===== src/include/otp_params.svh =====
// Constants for the over-temperature pin configuration bank.
// Assumes byte addressing on a 32-bit Wishbone bus, one register per word.
`ifndef OTP_PARAMS_SVH
`define OTP_PARAMS_SVH

// Register indices; byte address is four times the index
`define OTP_IDX_LOCK        8'h40
`define OTP_IDX_MAXDUTY0    8'h38
`define OTP_IDX_ENABLES     8'h7C
`define OTP_IDX_PINCFG      8'h7D
`define OTP_IDX_TEST_A      8'h7E
`define OTP_IDX_TEST_B      8'h7F
`define OTP_IDX_TEST_C      8'h80
`define OTP_IDX_LIMIT0      8'h90
`define OTP_IDX_STATUS      8'h94
`define OTP_IDX_MASK        8'h95

// Reset values
`define OTP_RST_ENABLES     8'h00
`define OTP_RST_PINCFG      8'h00
`define OTP_RST_TEST_A      8'h00
`define OTP_RST_TEST_B      8'h00
`define OTP_RST_TEST_C      8'h10
`define OTP_RST_LIMIT       8'h00
`define OTP_RST_MAXDUTY     8'hFF

// Writable bits of the two lockable registers
`define OTP_WMASK_ENABLES   8'hE1
`define OTP_WMASK_PINCFG    8'h3F
`define OTP_WMASK_PINCFG_NL 8'h2F

// Field positions in the enables register and the lock register
`define OTP_EN_FMT_BIT      0
`define OTP_EN_REMOTE1_BIT  5
`define OTP_EN_LOCAL_BIT    6
`define OTP_EN_REMOTE2_BIT  7
`define OTP_LOCK_BIT        0

// Shared pin function codes
`define OTP_FN_FAN4_TACH    2'h0
`define OTP_FN_OVERTEMP     2'h1
`define OTP_FN_SMB_ALERT    2'h2
`define OTP_FN_GPIO         2'h3

// Limit codes that switch a channel off, and full fan duty
`define OTP_OFF64_DISABLED  8'h00
`define OTP_TWOS_DISABLED   8'h80
`define OTP_FULL_DUTY       8'hFF

// Latch channel masks: bit 0 local, bit 1 remote 1, bit 2 remote 2
`define OTP_LATCH_R2        3'h4
`define OTP_LATCH_R1_R2     3'h6

`endif


===== src/include/otp_pkg.sv =====
// Types shared by the over-temperature configuration bank.
// Assumes otp_params.svh supplies the numeric constants.
package otp_pkg;

  // Configuration register layout for the shared pin and fan action
  typedef struct packed {
    logic [1:0] unused;
    logic       attn_bypass;
    logic       latch_sel;
    logic       fan_target;
    logic       feature_off;
    logic [1:0] fn_sel;
  } otp_pin_cfg_t;

  // Event bits of the status and mask registers
  typedef struct packed {
    logic [3:0] unused;
    logic       ext_pin;
    logic [2:0] chan_hit;
  } otp_events_t;

endpackage


===== src/rtl/otp_fan_mux.sv =====
// Fan duty override applied while over-temperature is active.
// Assumes duty_in comes from the fan control loop in this clock domain.
`timescale 1ns/10ps
`include "otp_params.svh"
module otp_fan_mux #(
  parameter int NFAN = 3
) (
  // Clock and reset
  input  wire logic              mclk,
  input  wire logic              rst_sync_n,
  // Control
  input  wire logic              active,
  input  wire logic              to_max,
  // Duty values
  input  wire logic [NFAN*8-1:0] duty_in,
  input  wire logic [NFAN*8-1:0] max_duty,
  output logic      [NFAN*8-1:0] duty_out
);

  // One registered selector per fan
  genvar g;
  generate
    for (g = 0; g < NFAN; g++) begin : g_fan
      always_ff @(posedge mclk or negedge rst_sync_n) begin
        if (!rst_sync_n) begin
          duty_out[g*8 +: 8] <= 8'h00;
        end else if (active && !to_max) begin
          duty_out[g*8 +: 8] <= `OTP_FULL_DUTY;
        end else if (active) begin
          duty_out[g*8 +: 8] <= max_duty[g*8 +: 8];
        end else begin
          duty_out[g*8 +: 8] <= duty_in[g*8 +: 8];
        end
      end

    end
  endgenerate
endmodule


===== src/rtl/otp_limit_cmp.sv =====
// Limit comparator for one temperature channel.
// Assumes reading and limit share the encoding chosen by twos_mode.
`timescale 1ns/10ps
`include "otp_params.svh"
module otp_limit_cmp (
  // Encoding and enable
  input  wire logic       twos_mode,
  input  wire logic       enable,
  // Values
  input  wire logic [7:0] reading,
  input  wire logic [7:0] limit,
  // Results
  output logic            disabled,
  output logic            hit
);

  // Map either encoding onto an unsigned scale so one compare serves both
  function automatic logic [7:0] ordered(input logic [7:0] v,
                                         input logic       twos);
    ordered = twos ? {~v[7], v[6:0]} : v;
  endfunction

  // Lowest code of each encoding switches the channel off
  assign disabled = twos_mode ? (limit == `OTP_TWOS_DISABLED)
                              : (limit == `OTP_OFF64_DISABLED);

  // Encoding follows the format bit at once, no resampling
  assign hit = enable && !disabled &&
               (ordered(reading, twos_mode) > ordered(limit, twos_mode));

endmodule


===== src/rtl/otp_regs.sv =====
// Over-temperature pin configuration bank with Wishbone slave.
// Assumes readings and fan duties arrive synchronous to mclk, and the
// over-temperature pin is open drain, resolved outside from its enable.
//
// Notes on behaviour
// - Local enable set applies the limit to the local channel and lets it drive the pin, clear leaves the pin a timer input.
// - Remote 2 enable set compares remote 2 against its limit and lets it drive the pin, clear leaves a timer input.
// - In offset-64 format a limit of code 0x00 (minus 64 degrees) switches that channel off.
// - In two's complement format a limit of code 0x80 (minus 128 degrees) switches that channel off.
// - After the lock bit is set, writes to the enables and pin configuration registers are ignored.
// - The two-bit select routes the shared pin: 00 fan 4 tach, 01 over-temperature, 10 bus alert, 11 GPIO.
// - The feature-off bit suppresses all over-temperature action whatever the channel enables say.
// - With fan target 0 an exceeded enabled limit forces every fan to full duty.
// - With fan target 1 an exceeded enabled limit drives each fan to its own maximum duty register.
// - On the latching variant the latch select picks remote 2 alone (0) or remotes 1 and 2 (1).
// - The attenuator bypass bit switches the core voltage channel to its 0 V to 2.2965 V scale.
// - The three test registers read their fixed values and ignore writes.
// - The format bit selects two's complement or offset-64 for all temperatures, taking effect at once.
// - Remote 1 enable set lets remote 1 drive the pin, clear leaves a timer input.
//
// The Wishbone register port was left to the implementer.
`timescale 1ns/10ps
`include "otp_params.svh"
module otp_regs #(
  parameter int NFAN      = 3,
  parameter bit HAS_LATCH = 1'b1
) (
  // Clock and reset
  input  wire logic              mclk,
  input  wire logic              rst_n,
  // Wishbone slave
  input  wire logic              wb_cyc_i,
  input  wire logic              wb_stb_i,
  input  wire logic              wb_we_i,
  input  wire logic [9:0]        wb_adr_i,
  input  wire logic [3:0]        wb_sel_i,
  input  wire logic [31:0]       wb_dat_i,
  output logic      [31:0]       wb_dat_o,
  output logic                   wb_ack_o,
  // Temperature readings
  input  wire logic [7:0]        temp_local,
  input  wire logic [7:0]        temp_remote1,
  input  wire logic [7:0]        temp_remote2,
  // Fan duties
  input  wire logic [NFAN*8-1:0] fan_duty_in,
  output logic      [NFAN*8-1:0] fan_duty_out,
  // Over-temperature pin
  input  wire logic              overtemp_pin_in,
  output logic                   overtemp_pin_out,
  output logic                   overtemp_pin_oe_n,
  output logic                   overtemp_timer_active,
  // Configuration outputs
  output logic      [1:0]        shared_pin_function_select,
  output logic                   core_voltage_attenuator_bypass,
  output logic                   temperature_format_select,
  // Interrupt
  output logic                   irq
);

  // Reset synchroniser
  logic       rst_meta_n;
  logic       rst_sync_n;

  // Registers
  logic [7:0]        enables;
  otp_pkg::otp_pin_cfg_t pin_cfg;
  logic              lock;
  logic [7:0]        limit [3];
  logic [NFAN*8-1:0] max_duty;
  otp_pkg::otp_events_t status;
  otp_pkg::otp_events_t mask;

  // Bus decode
  logic [7:0] idx;
  logic       req;
  logic       wr;
  logic [7:0] wdat;
  logic [7:0] next_rdat;

  // Over-temperature logic
  logic [2:0] chan_en;
  logic [2:0] hit;
  logic [2:0] chan_off;
  logic [2:0] latched;
  logic [2:0] latch_mask;
  logic       ext_event;
  logic       overtemp_active;
  logic       pin_is_overtemp;
  otp_pkg::otp_events_t next_events;

  // Release reset through two flops so removal is clean
  always_ff @(posedge mclk or negedge rst_n) begin
    if (!rst_n) begin
      rst_meta_n <= 1'b0;
      rst_sync_n <= 1'b0;
    end else begin
      rst_meta_n <= 1'b1;
      rst_sync_n <= rst_meta_n;
    end
  end

  // Index match, used by every register write
  function automatic logic at(input logic [7:0] a, input logic [7:0] b);
    at = (a == b);
  endfunction

  // Request qualifiers; only byte lane 0 carries data
  assign idx  = wb_adr_i[9:2];
  assign req  = wb_cyc_i && wb_stb_i && !wb_ack_o;
  assign wr   = req && wb_we_i && wb_sel_i[0];
  assign wdat = wb_dat_i[7:0];

  // Ack one cycle after the request; dropped the cycle after
  always_ff @(posedge mclk or negedge rst_sync_n) begin
    if (!rst_sync_n) begin
      wb_ack_o <= 1'b0;
    end else begin
      wb_ack_o <= req;
    end
  end

  // Lock bit is set-only; nothing short of reset unlocks
  always_ff @(posedge mclk or negedge rst_sync_n) begin
    if (!rst_sync_n) begin
      lock <= 1'b0;
    end else if (wr && at(idx, `OTP_IDX_LOCK) && wdat[`OTP_LOCK_BIT]) begin
      lock <= 1'b1;
    end
  end

  // Lockable configuration; unwritable bits stay zero
  always_ff @(posedge mclk or negedge rst_sync_n) begin
    if (!rst_sync_n) begin
      enables <= `OTP_RST_ENABLES;
      pin_cfg <= `OTP_RST_PINCFG;
    end else if (wr && !lock) begin
      if (at(idx, `OTP_IDX_ENABLES)) begin
        enables <= wdat & `OTP_WMASK_ENABLES;
      end
      if (at(idx, `OTP_IDX_PINCFG)) begin
        // Latch select only exists on the latching variant
        pin_cfg <= wdat & (HAS_LATCH ? `OTP_WMASK_PINCFG
                                     : `OTP_WMASK_PINCFG_NL);
      end
    end
  end

  // Limits and per-fan maximum duties
  always_ff @(posedge mclk or negedge rst_sync_n) begin
    if (!rst_sync_n) begin
      for (int i = 0; i < 3; i++) begin
        limit[i] <= `OTP_RST_LIMIT;
      end
      max_duty <= {NFAN{`OTP_RST_MAXDUTY}};
    end else if (wr) begin
      for (int i = 0; i < 3; i++) begin
        if (at(idx, `OTP_IDX_LIMIT0 + 8'(i))) begin
          limit[i] <= wdat;
        end
      end
      for (int i = 0; i < NFAN; i++) begin
        if (at(idx, `OTP_IDX_MAXDUTY0 + 8'(i))) begin
          max_duty[i*8 +: 8] <= wdat;
        end
      end
    end
  end

  // Per-channel enables: 0 local, 1 remote 1, 2 remote 2
  assign chan_en = {enables[`OTP_EN_REMOTE2_BIT],
                    enables[`OTP_EN_REMOTE1_BIT],
                    enables[`OTP_EN_LOCAL_BIT]};

  // One comparator per channel
  otp_limit_cmp u_cmp_local (
    .twos_mode (enables[`OTP_EN_FMT_BIT]),
    .enable    (chan_en[0]),
    .reading   (temp_local),
    .limit     (limit[0]),
    .disabled  (chan_off[0]),
    .hit       (hit[0])
  );

  otp_limit_cmp u_cmp_remote1 (
    .twos_mode (enables[`OTP_EN_FMT_BIT]),
    .enable    (chan_en[1]),
    .reading   (temp_remote1),
    .limit     (limit[1]),
    .disabled  (chan_off[1]),
    .hit       (hit[1])
  );

  otp_limit_cmp u_cmp_remote2 (
    .twos_mode (enables[`OTP_EN_FMT_BIT]),
    .enable    (chan_en[2]),
    .reading   (temp_remote2),
    .limit     (limit[2]),
    .disabled  (chan_off[2]),
    .hit       (hit[2])
  );

  // Which channels latch; none on the plain variant
  assign latch_mask = !HAS_LATCH ? 3'h0 :
                      pin_cfg.latch_sel ? `OTP_LATCH_R1_R2
                                        : `OTP_LATCH_R2;

  // A latch holds until its channel is disabled or deselected, or software
  // clears its status bit with the channel back under limit; a fresh hit wins over that clear
  always_ff @(posedge mclk or negedge rst_sync_n) begin
    if (!rst_sync_n) begin
      latched <= 3'h0;
    end else begin
      for (int i = 0; i < 3; i++) begin
        if (hit[i] && latch_mask[i]) begin
          latched[i] <= 1'b1;
        end else if (!latch_mask[i] || !chan_en[i] ||
                     (wr && at(idx, `OTP_IDX_STATUS) && wdat[i])) begin
          latched[i] <= 1'b0;
        end
      end
    end
  end

  // Feature-off overrides every channel enable
  assign overtemp_active = !pin_cfg.feature_off &&
                           (|hit || |latched);

  // Pin only serves this block when routed here
  assign pin_is_overtemp = (pin_cfg.fn_sel == `OTP_FN_OVERTEMP);

  // Open drain: drive low, enable low while driving
  always_ff @(posedge mclk or negedge rst_sync_n) begin
    if (!rst_sync_n) begin
      overtemp_pin_oe_n <= 1'b1;
    end else begin
      overtemp_pin_oe_n <= !(overtemp_active && pin_is_overtemp);
    end
  end
  assign overtemp_pin_out = 1'b0;

  // Pin pulled low by someone else acts as the timer input
  assign ext_event = pin_is_overtemp && overtemp_pin_oe_n &&
                     !overtemp_pin_in;

  always_ff @(posedge mclk or negedge rst_sync_n) begin
    if (!rst_sync_n) begin
      overtemp_timer_active <= 1'b0;
    end else begin
      overtemp_timer_active <= ext_event;
    end
  end

  // Configuration fields out, registered
  always_ff @(posedge mclk or negedge rst_sync_n) begin
    if (!rst_sync_n) begin
      shared_pin_function_select     <= `OTP_FN_FAN4_TACH;
      core_voltage_attenuator_bypass <= 1'b0;
      temperature_format_select      <= 1'b0;
    end else begin
      shared_pin_function_select     <= pin_cfg.fn_sel;
      core_voltage_attenuator_bypass <= pin_cfg.attn_bypass;
      temperature_format_select      <= enables[`OTP_EN_FMT_BIT];
    end
  end

  // Fan override, registered per fan
  otp_fan_mux #(
    .NFAN (NFAN)
  ) u_fan (
    .mclk       (mclk),
    .rst_sync_n (rst_sync_n),
    .active     (overtemp_active),
    .to_max     (pin_cfg.fan_target),
    .duty_in    (fan_duty_in),
    .max_duty   (max_duty),
    .duty_out   (fan_duty_out)
  );

  // Sticky events; set wins over a write-one clear
  always_comb begin
    next_events          = '0;
    next_events.chan_hit = pin_cfg.feature_off ? 3'h0 : hit;
    next_events.ext_pin  = ext_event;
  end

  always_ff @(posedge mclk or negedge rst_sync_n) begin
    if (!rst_sync_n) begin
      status <= '0;
    end else if (wr && at(idx, `OTP_IDX_STATUS)) begin
      status <= (status & ~otp_pkg::otp_events_t'(wdat)) | next_events;
    end else begin
      status <= status | next_events;
    end
  end

  always_ff @(posedge mclk or negedge rst_sync_n) begin
    if (!rst_sync_n) begin
      mask <= '0;
    end else if (wr && at(idx, `OTP_IDX_MASK)) begin
      mask <= otp_pkg::otp_events_t'(wdat & 8'h0F);
    end
  end

  assign irq = |(status & mask);

  // Read multiplexer; unmapped indices answer zero
  always_comb begin
    next_rdat = 8'h00;
    case (idx)
      `OTP_IDX_LOCK:    next_rdat = {7'h00, lock};
      `OTP_IDX_ENABLES: next_rdat = enables;
      `OTP_IDX_PINCFG:  next_rdat = pin_cfg;
      `OTP_IDX_TEST_A:  next_rdat = `OTP_RST_TEST_A;
      `OTP_IDX_TEST_B:  next_rdat = `OTP_RST_TEST_B;
      `OTP_IDX_TEST_C:  next_rdat = `OTP_RST_TEST_C;
      `OTP_IDX_STATUS:  next_rdat = status;
      `OTP_IDX_MASK:    next_rdat = mask;
      default: begin
        for (int i = 0; i < 3; i++) begin
          if (at(idx, `OTP_IDX_LIMIT0 + 8'(i))) begin
            next_rdat = limit[i];
          end
        end
        for (int i = 0; i < NFAN; i++) begin
          if (at(idx, `OTP_IDX_MAXDUTY0 + 8'(i))) begin
            next_rdat = max_duty[i*8 +: 8];
          end
        end
      end
    endcase
  end

  // Read data registered with ack; upper bits read zero
  always_ff @(posedge mclk or negedge rst_sync_n) begin
    if (!rst_sync_n) begin
      wb_dat_o <= 32'h0000_0000;
    end else if (req) begin
      wb_dat_o <= {24'h00_0000, next_rdat};
    end
  end
endmodule


===== config.mk =====
export PLATFORM = sky130hd
export DESIGN_NAME = otp_regs
export DESIGN_NICKNAME = d
export VERILOG_FILES = /design/src/include/otp_pkg.sv /design/src/rtl/otp_fan_mux.sv /design/src/rtl/otp_limit_cmp.sv /design/src/rtl/otp_regs.sv
export VERILOG_INCLUDE_DIRS = /design/src /design/src/include
export SDC_FILE = /design/constraint.sdc
export NUM_CORES = 1
export LEC_CHECK = 0
export BUFFER_PORTS_ARGS = -buffer_cell sky130_fd_sc_hd__buf_2
export CAP_MARGIN = 10
export CORE_MARGIN = 10
export CORE_UTILIZATION = 57
export DETAILED_ROUTE_END_ITERATION = 7
export PLACE_DENSITY_LB_ADDON = 0.25
export SKIP_LAST_GASP = 1
export SLEW_MARGIN = 20
export SYNTH_ARGS = -nofsm -noshare
export SYNTH_HDL_FRONTEND = slang
export SYNTH_SLANG_ARGS = --single-unit

===== constraint.sdc =====
create_clock -name mclk -period 10.1 [get_ports mclk]
set_input_delay 1.515 -clock mclk [delete_from_list [all_inputs] [get_ports mclk]]
set_output_delay 1.515 -clock mclk [all_outputs]
set_load 0.02 [all_outputs]

# Word-level counts from Yosys, hierarchy flattened
# Cells that the tools add are included.
[totals]
wordCells = 162
in_bits = 100
register_bits = 115
output_inout_bits = 65
[op_classes]
n_mux = 31
magnitude_cmp = 3
eq_ne = 18
bitwise_logic = 11
reduce_logical = 66
[ops]
columns = ["cell", "count"]
rows = [
  ["$mux W8", 19],
  ["$eq A8 B8 Y1 const B", 9],
  ["$pmux W8 S7", 1],
  ["$eq A8 B7 Y1 const B", 5],
  ["$logic_and A1 B1 Y1", 25],
  ["$eq A8 B6 Y1 const B", 3],
  ["$gt A8 B8 Y1", 3],
  ["$logic_not A8 Y1", 3],
  ["$or A8 B4 Y8", 2],
  ["$reduce_and A2 Y1", 8],
  ["$logic_not A1 Y1", 14],
  ["$mux W1", 9],
  ["$and A8 B4 Y8", 1],
  ["$and A8 B8 Y8", 1],
  ["$not A8 Y8", 1],
  ["$reduce_or A8 Y1", 1],
  ["$logic_or A1 B1 Y1", 7],
  ["$not A1 Y1", 6],
  ["$reduce_bool A2 Y1", 3],
  ["$reduce_or A3 Y1", 2],
  ["$mux W3", 1],
  ["$eq A2 B1 Y1 const B", 1],
  ["$mux W2", 1],
  ["$reduce_or A2 Y1", 1],
  ["2 further kinds", 2],
]

# Logic depth before layout (Yosys ltp)
# Gate-level depths: netlist of the first run.
[logic_depth]
depth_word = 10
depth_mapped = 10
depth_no_buf = 8

# By module
# A second synthesis of the first run with hierarchy kept.
[unflattened]
cells_unflattened = 575
hier_area_um2 = 6232.2
[modules_own_cells]
columns = ["module", "seq_area_each_um2", "cells_each", "n_inst", "area_per_inst_um2"]
rows = [
  ["otp_regs", 2283.4, 377, 1, 4474.3],
  ["otp_fan_mux", 600.6, 102, 1, 988.4],
  ["otp_limit_cmp", 0.0, 32, 3, 256.5],
]

# Worst setup path after synthesis of the first run
# No wires, ideal clock.
[synth_timing]
path_kind = "input-to-reg"
from = "input temp_remote1[3]"
to = "register u_fan.duty_out[10]"
path_buffers = 1
cell_stages = 8
setup_slack_ps = 6642
t_arrival_ps = 3334
required_time_ps = 9975
setup_ps = 125
cell_sequence = "ha_1 > nand3_1 > o221a_2 > o31ai_1 > nand3b_1 > o2111ai_2 > buf_2 > mux2_2"
[synth_via]
elab_chain_cells = 8
word_cells_on_any_way = 9
classes_between = "order compare (1); mux (3); reduce/logical (5)"
[synth_lines]
columns = ["item", "line_no", "rtl"]
rows = [
  ["start, declared", "otp_regs.sv:42", "input wire logic [7:0] temp_remote1,"],
  ["$mux W8 (*)", "otp_limit_cmp.sv:20", "ordered = twos ? {~v[7], v[6:0]} : v;"],
  ["$gt A8 B8 Y1 (*)", "otp_limit_cmp.sv:29", "(ordered(reading, twos_mode) > ordered(limit, twos_mode));"],
  ["$logic_and A1 B1 Y1 (*)", "otp_limit_cmp.sv:28", "assign hit = enable && !disabled &&"],
  ["$reduce_or A3 Y1 (*)", "otp_regs.sv:226", "(|hit || |latched);"],
  ["$logic_or A1 B1 Y1 (*)", "otp_regs.sv:226", ""],
  ["$logic_and A1 B1 Y1 (*)", "otp_regs.sv:225", "assign overtemp_active = !pin_cfg.feature_off &&"],
  ["$mux W8 or $logic_and A1 B1 Y1 (tied branches)", "otp_fan_mux.sv:29, otp_fan_mux.sv:27", ""],
  ["$mux W8 (*)", "otp_fan_mux.sv:27", "end else if (active && !to_max) begin"],
  ["end signal, assigned by index", "otp_fan_mux.sv:28", "duty_out[g*8 +: 8] <= `OTP_FULL_DUTY;"],
  ["end signal, assigned by index", "otp_fan_mux.sv:30", "duty_out[g*8 +: 8] <= max_duty[g*8 +: 8];"],
  ["end signal, assigned by index", "otp_fan_mux.sv:32", "duty_out[g*8 +: 8] <= duty_in[g*8 +: 8];"],
  ["end, declared", "otp_fan_mux.sv:17", "output logic [NFAN*8-1:0] duty_out"],
]
# Every way passes the cells marked *; elsewhere a longest branch is shown, timed or not.
# A chain may end at the register's enable or synchronous reset.

# Worst setup path after layout of the first run
[layout_timing]
from = "input temp_remote1[3]"
to = "register u_fan.duty_out[2]"
# The elaborated chain is that of the path after synthesis.

==> summary.txt, run 1 <==
Worst setup path
  – Reg2Reg Depth: 8
  – Worst Path Class, Setup: in2reg
  – Arr. time, crit path: approximately 3800 ps
  – CP Launch Type: input pin
  – Worst setup EP type: flip-flop
  – RR Startpoint: enables[0]
  – Critical path's top delay family: compound AO/OA/AOI/OAI gates
  – Critical path fanouts, max: 25
  – FF-to-FF setup slack: roughly 7200 ps
  – Crit path cell chain: buf_2 > ha_1 > nand3_1 > o221a_2 > o31ai_1 > nand3b_1 > o2111ai_2 > buf_4 > mux2_2
  – Slowest-stage cell, CP: o31ai_1
  – WP buf/inv: 2
  – Max stage delay on crit path: roughly 450 ps
  – Critical Path RT: ~11,000 ps
  – R2R Path End: u_fan.duty_out[2]

STA
  – Hold_ws: 319 ps
  – Unrepaired setup endpoints after global routing: false
  – Setup TNS: 0 ps
  – Post-layout min period: about 3400 ps
  – Slew headroom: 0.410
  – Final hold violation count: 0
  – Part of the cycle the worst path needs: 0.337
  – Worst Max-Slew Pin Slew: ~880 ps
  – Clock skew: ~6.4 ps
  – Final setup margin: 6690 ps
  – Max Slew Vio Count: 0
  – Fmax: slightly below 300 MHz
  – Count of final setup violators: 0

Route
  – WL per Instance: 20.0 um
  – Detail Route Antenna Nets: 0
  – Vias per cell: just under 6
  – # DRC: 0
  – Total wire length: 16,000 um
  – DRT Pass-1 Iters: 5
  – Via count: roughly 4,600
  – Drt initial violations: 510

Cells and area
  – Antenna Cells: 0
  – Layout net count: about 770
  – Fillers: about 760
  – Layout cells sized above 1: 0.410
  – Finished Cell Area: 7170 um^2
  – Syn-to-layout area delta: 19.0%

Worst hold path
  – HP Class: reg2async

Floorplan
  – Initial Utilization: 0.584
  – I/O Pins: 165
  – Core area: 10,300 um^2
  – Die height: roughly 120 um
  – Die width: approximately 120 um
  – Rows: 37
  – Full die area: 15,100 um^2

Logic synthesis
  – Ranking of synthesized cells by area: dfrtp_1 37%, mux2_2 17%, dfstp_2 11%
  – Syn avg cell area: 11.2 um^2
  – Synth Cell Area: roughly 6000 um^2
  – Distinct cells, synth: 58
  – Number of flops mapped to enable cells by yosys: 0
  – Syn Inst Count: between 500 and 600
  – Post-synth top cells: 91 x mux2_2, 89 x dfrtp_1, 38 x nand2_1, 28 x inv_1, 26 x buf_4
  – Synthesis warning total: 0
  – Sequential fraction of the synthesis area: 0.479
  – Post-synth top area cell: dfrtp_1
  – Seq cells post-synth: 114
  – Main synth FF type: dfrtp_1
  – Most frequent cell after synthesis: mux2_2
  – FFs w/ async S/R, synth: 1.00
  – Share of the synthesized area in the top cell type: 0.370

Global route
  – Global route overflow: 0
  – Vias in the first global route: a little under 5,000
  – Gr usage total: 0.213
  – Largest net degree at the start of global routing: 71
  – Antenna violations before repair: 0
  – First-pass GRT wire length: 24,900 um

Clock tree
  – CTS H-Tree Depth: 4
  – Postcts setup bufs: 0
  – Largest buffer count on any clock path: 2
  – Clk sinks: around 110
  – CTS clk-pin slew, worst paths: ~60 ps
  – CTS tree: yes
  – Post-cts resize count: 0
  – Clk root buf: clkbuf_8
  – Num CTS Buffers: 17
  – Clk Latency, worst-skew pair: a little over 500 ps
  – Hold buffers post-CTS: 0

Power and ir drop
  – Int Pwr: around 850 uW
  – Net Sw Frac: 0.252
  – Clock share of power: 0.505
  – Pleak: about 0.0033 uW
  – Peak VDD IR: 0.110 mV
  – Switching power: roughly 290 uW
  – Sequential share of power: 0.417
  – Pwr/cell area: around 160 nW/um^2
  – Logic gate share of total power: 0.078

Job
  – Max-cap violations: 0

Place
  – Area after DPL: around 6600 um^2
  – GPL Wtd Cong: 0.945
  – Port Buf Inserts: 110
  – Pre-CTS setup slack: just over 6000 ps
  – Final HPWL DP: 11,700 um

Run status
  – Status: finished, final reports clean
-- area by class of cell --
class | instances | area, um^2 | area share
flip-flops and latches | 114 | 2890 | 0.403
multi-input cells | 373 | 2860 | 0.398
repair buffers | 114 | 581 | 0.0809
clock buffers | 18 | 418 | 0.0583
well taps | 136 | 170 | 0.0237
clock inverters | 14 | 156 | 0.0218
inverters | 28 | 105 | 0.0147
-- power by group through the flow --
stage	Clock, uW	Sequential, uW	Combinational [uW]
after floorplan	0	494	47.0
final	576	476	89.0
after global routing	604	477	97.4
after detailed placement	0	483	88.2
after global placement	0	483	85.5
after CTS	581	476	88.9
-- stage by stage --
stage / utilization / cells / power, uW
after floorplan: - / 560 / 541
after global placement: 0.639 / 765 / 568
after detailed placement: 0.639 / 765 / 572
after CTS: 0.695 / 797 / 1150
after global routing: 0.695 / 797 / 1180
final: 0.695 / 797 / 1140
-- flip-flops by register name, indices dropped and copies added (netlist names) --
name,flops
core_voltage_attenuator_bypass,1
rst_sync_n,1
temperature_format_select,1
status,8
overtemp_pin_oe_n,1
overtemp_timer_active,1
pin_cfg,6
rst_meta_n,1
lock,1
wb_dat_o,8
latched,2
enables,4
shared_pin_function_select,2
wb_ack_o,1
limit,24
max_duty,24
u_fan.duty_out,24
mask,4
-- cell usage in the layout (no fill, tap or decap), drive strengths merged, types with 13 or more instances in the layout --
cell    count
a21oi      13
buf       114
clkbuf     18
conb       26
dfrtp      89
dfstp      25
ha         24
inv        31
mux2       91
nand2      38
nand2b     25
nor2       21
o21ai      17
-- how the worst max path moves through the flow --
stage | depth (start not counted) | from | end
after floorplan | 8 | temp_remote1[3] | u_fan.duty_out[10]
after global placement | 9 | temp_remote1[3] | u_fan.duty_out[11]
after detailed placement | 9 | temp_remote1[3] | u_fan.duty_out[12]
after CTS | 9 | temp_remote1[3] | u_fan.duty_out[2]
after global routing | 9 | temp_remote1[3] | u_fan.duty_out[5]
final | 9 | temp_remote1[3] | u_fan.duty_out[2]
-- routing by layer --
metal / vias up / GRT usage / wire [um]
li1: 2107 / - / -
met1: 2275 / 0.265 / 6370
met2: 213 / 0.345 / 7870
met3: 37 / 0.0606 / 1420
met4: 0 / 0.0781 / 308
met5: - / 0 / 0
-- logic make-up (layout without fill, tap and decap cells) --
group / after synthesis / count (layout) / share of synthesized area
xor gates and xnor gates: 6 / 6 / 0.00872
AOI/OAI and AO/OA: 88 / 88 / 0.105
DFF: 114 / 114 / 0.479
other: 2 / 26 / 0.00125
buffers and inverters: 73 / 174 / 0.0627
muxes: 97 / 97 / 0.180
and+or+nand+nor: 132 / 132 / 0.114
adders and majority gates: 24 / 24 / 0.0498
Note: power is estimated with default switching activity, not from simulation.
==> run 2, diff against run 1 <==
CORE_UTILIZATION = 48   (was 57)
clock period = 3.1 ns   (was 10.1 ns; I/O delays follow)
==> summary.txt, run 2 (synthesis results as in run 1) <==
STA
  – Worst Max-Slew Pin Slew: 615 ps (-270 ps)
  – Final hold violation count: 0 (unchanged)
  – Post-layout min period: roughly 2800 ps
  – Part of the cycle the worst path needs: 0.915
  – Slew headroom: 0.590 (+0.180)
  – Fmax: between 300 and 400 MHz
  – Max Slew Vio Count: 0 (unchanged)
  – Count of final setup violators: 0 (unchanged)
  – Setup TNS: 0 ps (unchanged)
  – Unrepaired setup endpoints after global routing: false
  – Clock skew: 9.62 ps (+3.20 ps)
  – Final setup margin: 265 ps (-6430 ps)

Floorplan
  – Core area: 12,200 um^2 (+18%)
  – I/O Pins: 165 (unchanged)
  – Die height: 132 um (+7.5%)
  – Rows: 40 (+8.1%)
  – Die width: 132 um (+7.5%)
  – Initial Utilization: 0.496 (-0.0882)
  – Full die area: 17,400 um^2 (+16%)

Route
  – DRT Pass-1 Iters: 5 (unchanged)
  – Detail Route Antenna Nets: 0 (unchanged)
  – Total wire length: 16,100 um (+1.0%)
  – Via count: 4,596 (-0.78%)
  – Vias per cell: 5.51 (-5.2%)
  – WL per Instance: 19.3 um (-3.5%)
  – # DRC: 0 (unchanged)
  – Drt initial violations: 371 (-27%)

Power and ir drop
  – Pwr/cell area: 512 nW/um^2 (+220%)
  – Pleak: 0.00339 uW (+1.6%)
  – Final Power: 3730 uW (+230%)
  – Peak VDD IR: 0.349 mV (+220%)

Cells and area
  – Fillers: 1,034 (+36%)
  – Fin util: 0.599 (-0.0958)
  – Finished Cell Area: 7290 um^2 (+1.6%)
  – Syn-to-layout area delta: 20.9%
  – Layout net count: 777 (+0.65%)
  – Antenna Cells: 0 (unchanged)
  – Most common cell after layout, fill and taps aside: buf_2
  – Layout cells sized above 1: 0.408 (-0.00158)
  – Largest regs: limit: 24 flops, max_duty: 24 flops, u_fan.duty_out: 24 flops
  – Commonest cells after routing, fill and taps aside: 110 x buf_2, 91 x mux2_2, 88 x dfrtp_1

Worst setup path
  – CP Launch Type: flip-flop
  – FF-to-FF setup slack: 260 ps (-6900 ps)
  – Critical path fanouts, max: 25 (unchanged)
  – Arr. time, crit path: 3130 ps (-670 ps)
  – Critical Path RT: 3400 ps (-7100 ps)
  – Worst setup EP type: flip-flop
  – Worst Path Class, Setup: reg2reg

Global route
  – Antenna violations before repair: 1 (+1)
  – Vias in the first global route: 4,887 (+1.1%)
  – Largest net degree at the start of global routing: 113 (+59%)
  – First-pass GRT wire length: 26,200 um (+5.1%)
  – Global route overflow: 0 (unchanged)
  – Gr usage total: 0.188 (-0.0251)

Place
  – Pre-CTS setup slack: 317 ps (-5880 ps)
  – Area after DPL: 6690 um^2 (+1.4%)
  – GPL Wtd Cong: 0.923 (-2.3%)
  – Port Buf Inserts: 110 (unchanged)
  – Final HPWL DP: 12,100 um (+2.8%)

Clock tree
  – Clk root buf: clkbuf_16
  – Clk sinks: 114 (unchanged)
  – CTS clk-pin slew, worst paths: 50 ps (about the same)
  – Num CTS Buffers: 17 (unchanged)
  – CTS tree: yes
  – Post-cts resize count: 0 (unchanged)
  – Postcts setup bufs: 0 (unchanged)
  – Clk Latency, worst-skew pair: 410 ps (-100 ps)
  – CTS H-Tree Depth: 4 (unchanged)
  – Hold buffers post-CTS: 1 (+1)
  – Largest buffer count on any clock path: 2 (unchanged)

Job
  – Max-cap violations: 0 (unchanged)

Worst hold path
  – HP Class: in2reg

Run status
  – Status: finished, final reports clean
run 2: metal layers:
metal,vias up,GRT usage,wire [um]
li1,2124,-,-
met1,2273,0.238,7040
met2,176,0.287,7410
met3,23,0.0713,1440
met4,0,0.0606,251
met5,-,0,0
run 2: area by class of cell:
class	instances	area, um^2	area share
Inverter	28	105	0.0144
Multi-Input combinational cell	373	2860	0.392
Sequential cell	114	2890	0.396
Tap cell	168	210	0.0289
Clock buffer	28	537	0.0737
Clock inverter	4	45.0	0.00618
Timing Repair Buffer	119	646	0.0886
run 2: worst paths after layout:
kind	startpoint	to	depth (start not counted)
min in group asynchronous	rst_n	rst_sync_n	2
hold / removal	overtemp_pin_in	overtemp_timer_active	2
setup reg to reg	enables[0]	u_fan.duty_out[3]	8
max in group asynchronous	rst_sync_n	u_fan.duty_out[21]	1
setup / recovery	enables[0]	u_fan.duty_out[3]	8
hold reg to reg	rst_meta_n	rst_sync_n	0
run 2: worst max-delay path, cell delays in order, from the launching register on:
cell and delay [ps]:
dfrtp_1 670, xnor2_1 200, ha_1 320, nand3_1 100
o31ai_1 460, nand3b_1 210, o2111ai_2 160, buf_12 210
mux2_2 360
run 2: power breakdown:
part           internal (uW)  switching, uW  total, uW
Sequential              1530           15.7       1540
Combinational            107            198        305
Clock                   1250            636       1880
Total                   2880            850       3730
run 2: through the flow:
stage / hold WS (ps) / instances
after floorplan: 169 / 560
after global placement: 250 / 801
after detailed placement: 254 / 801
after CTS: 210 / 834
after global routing: 226 / 834
final: 228 / 834
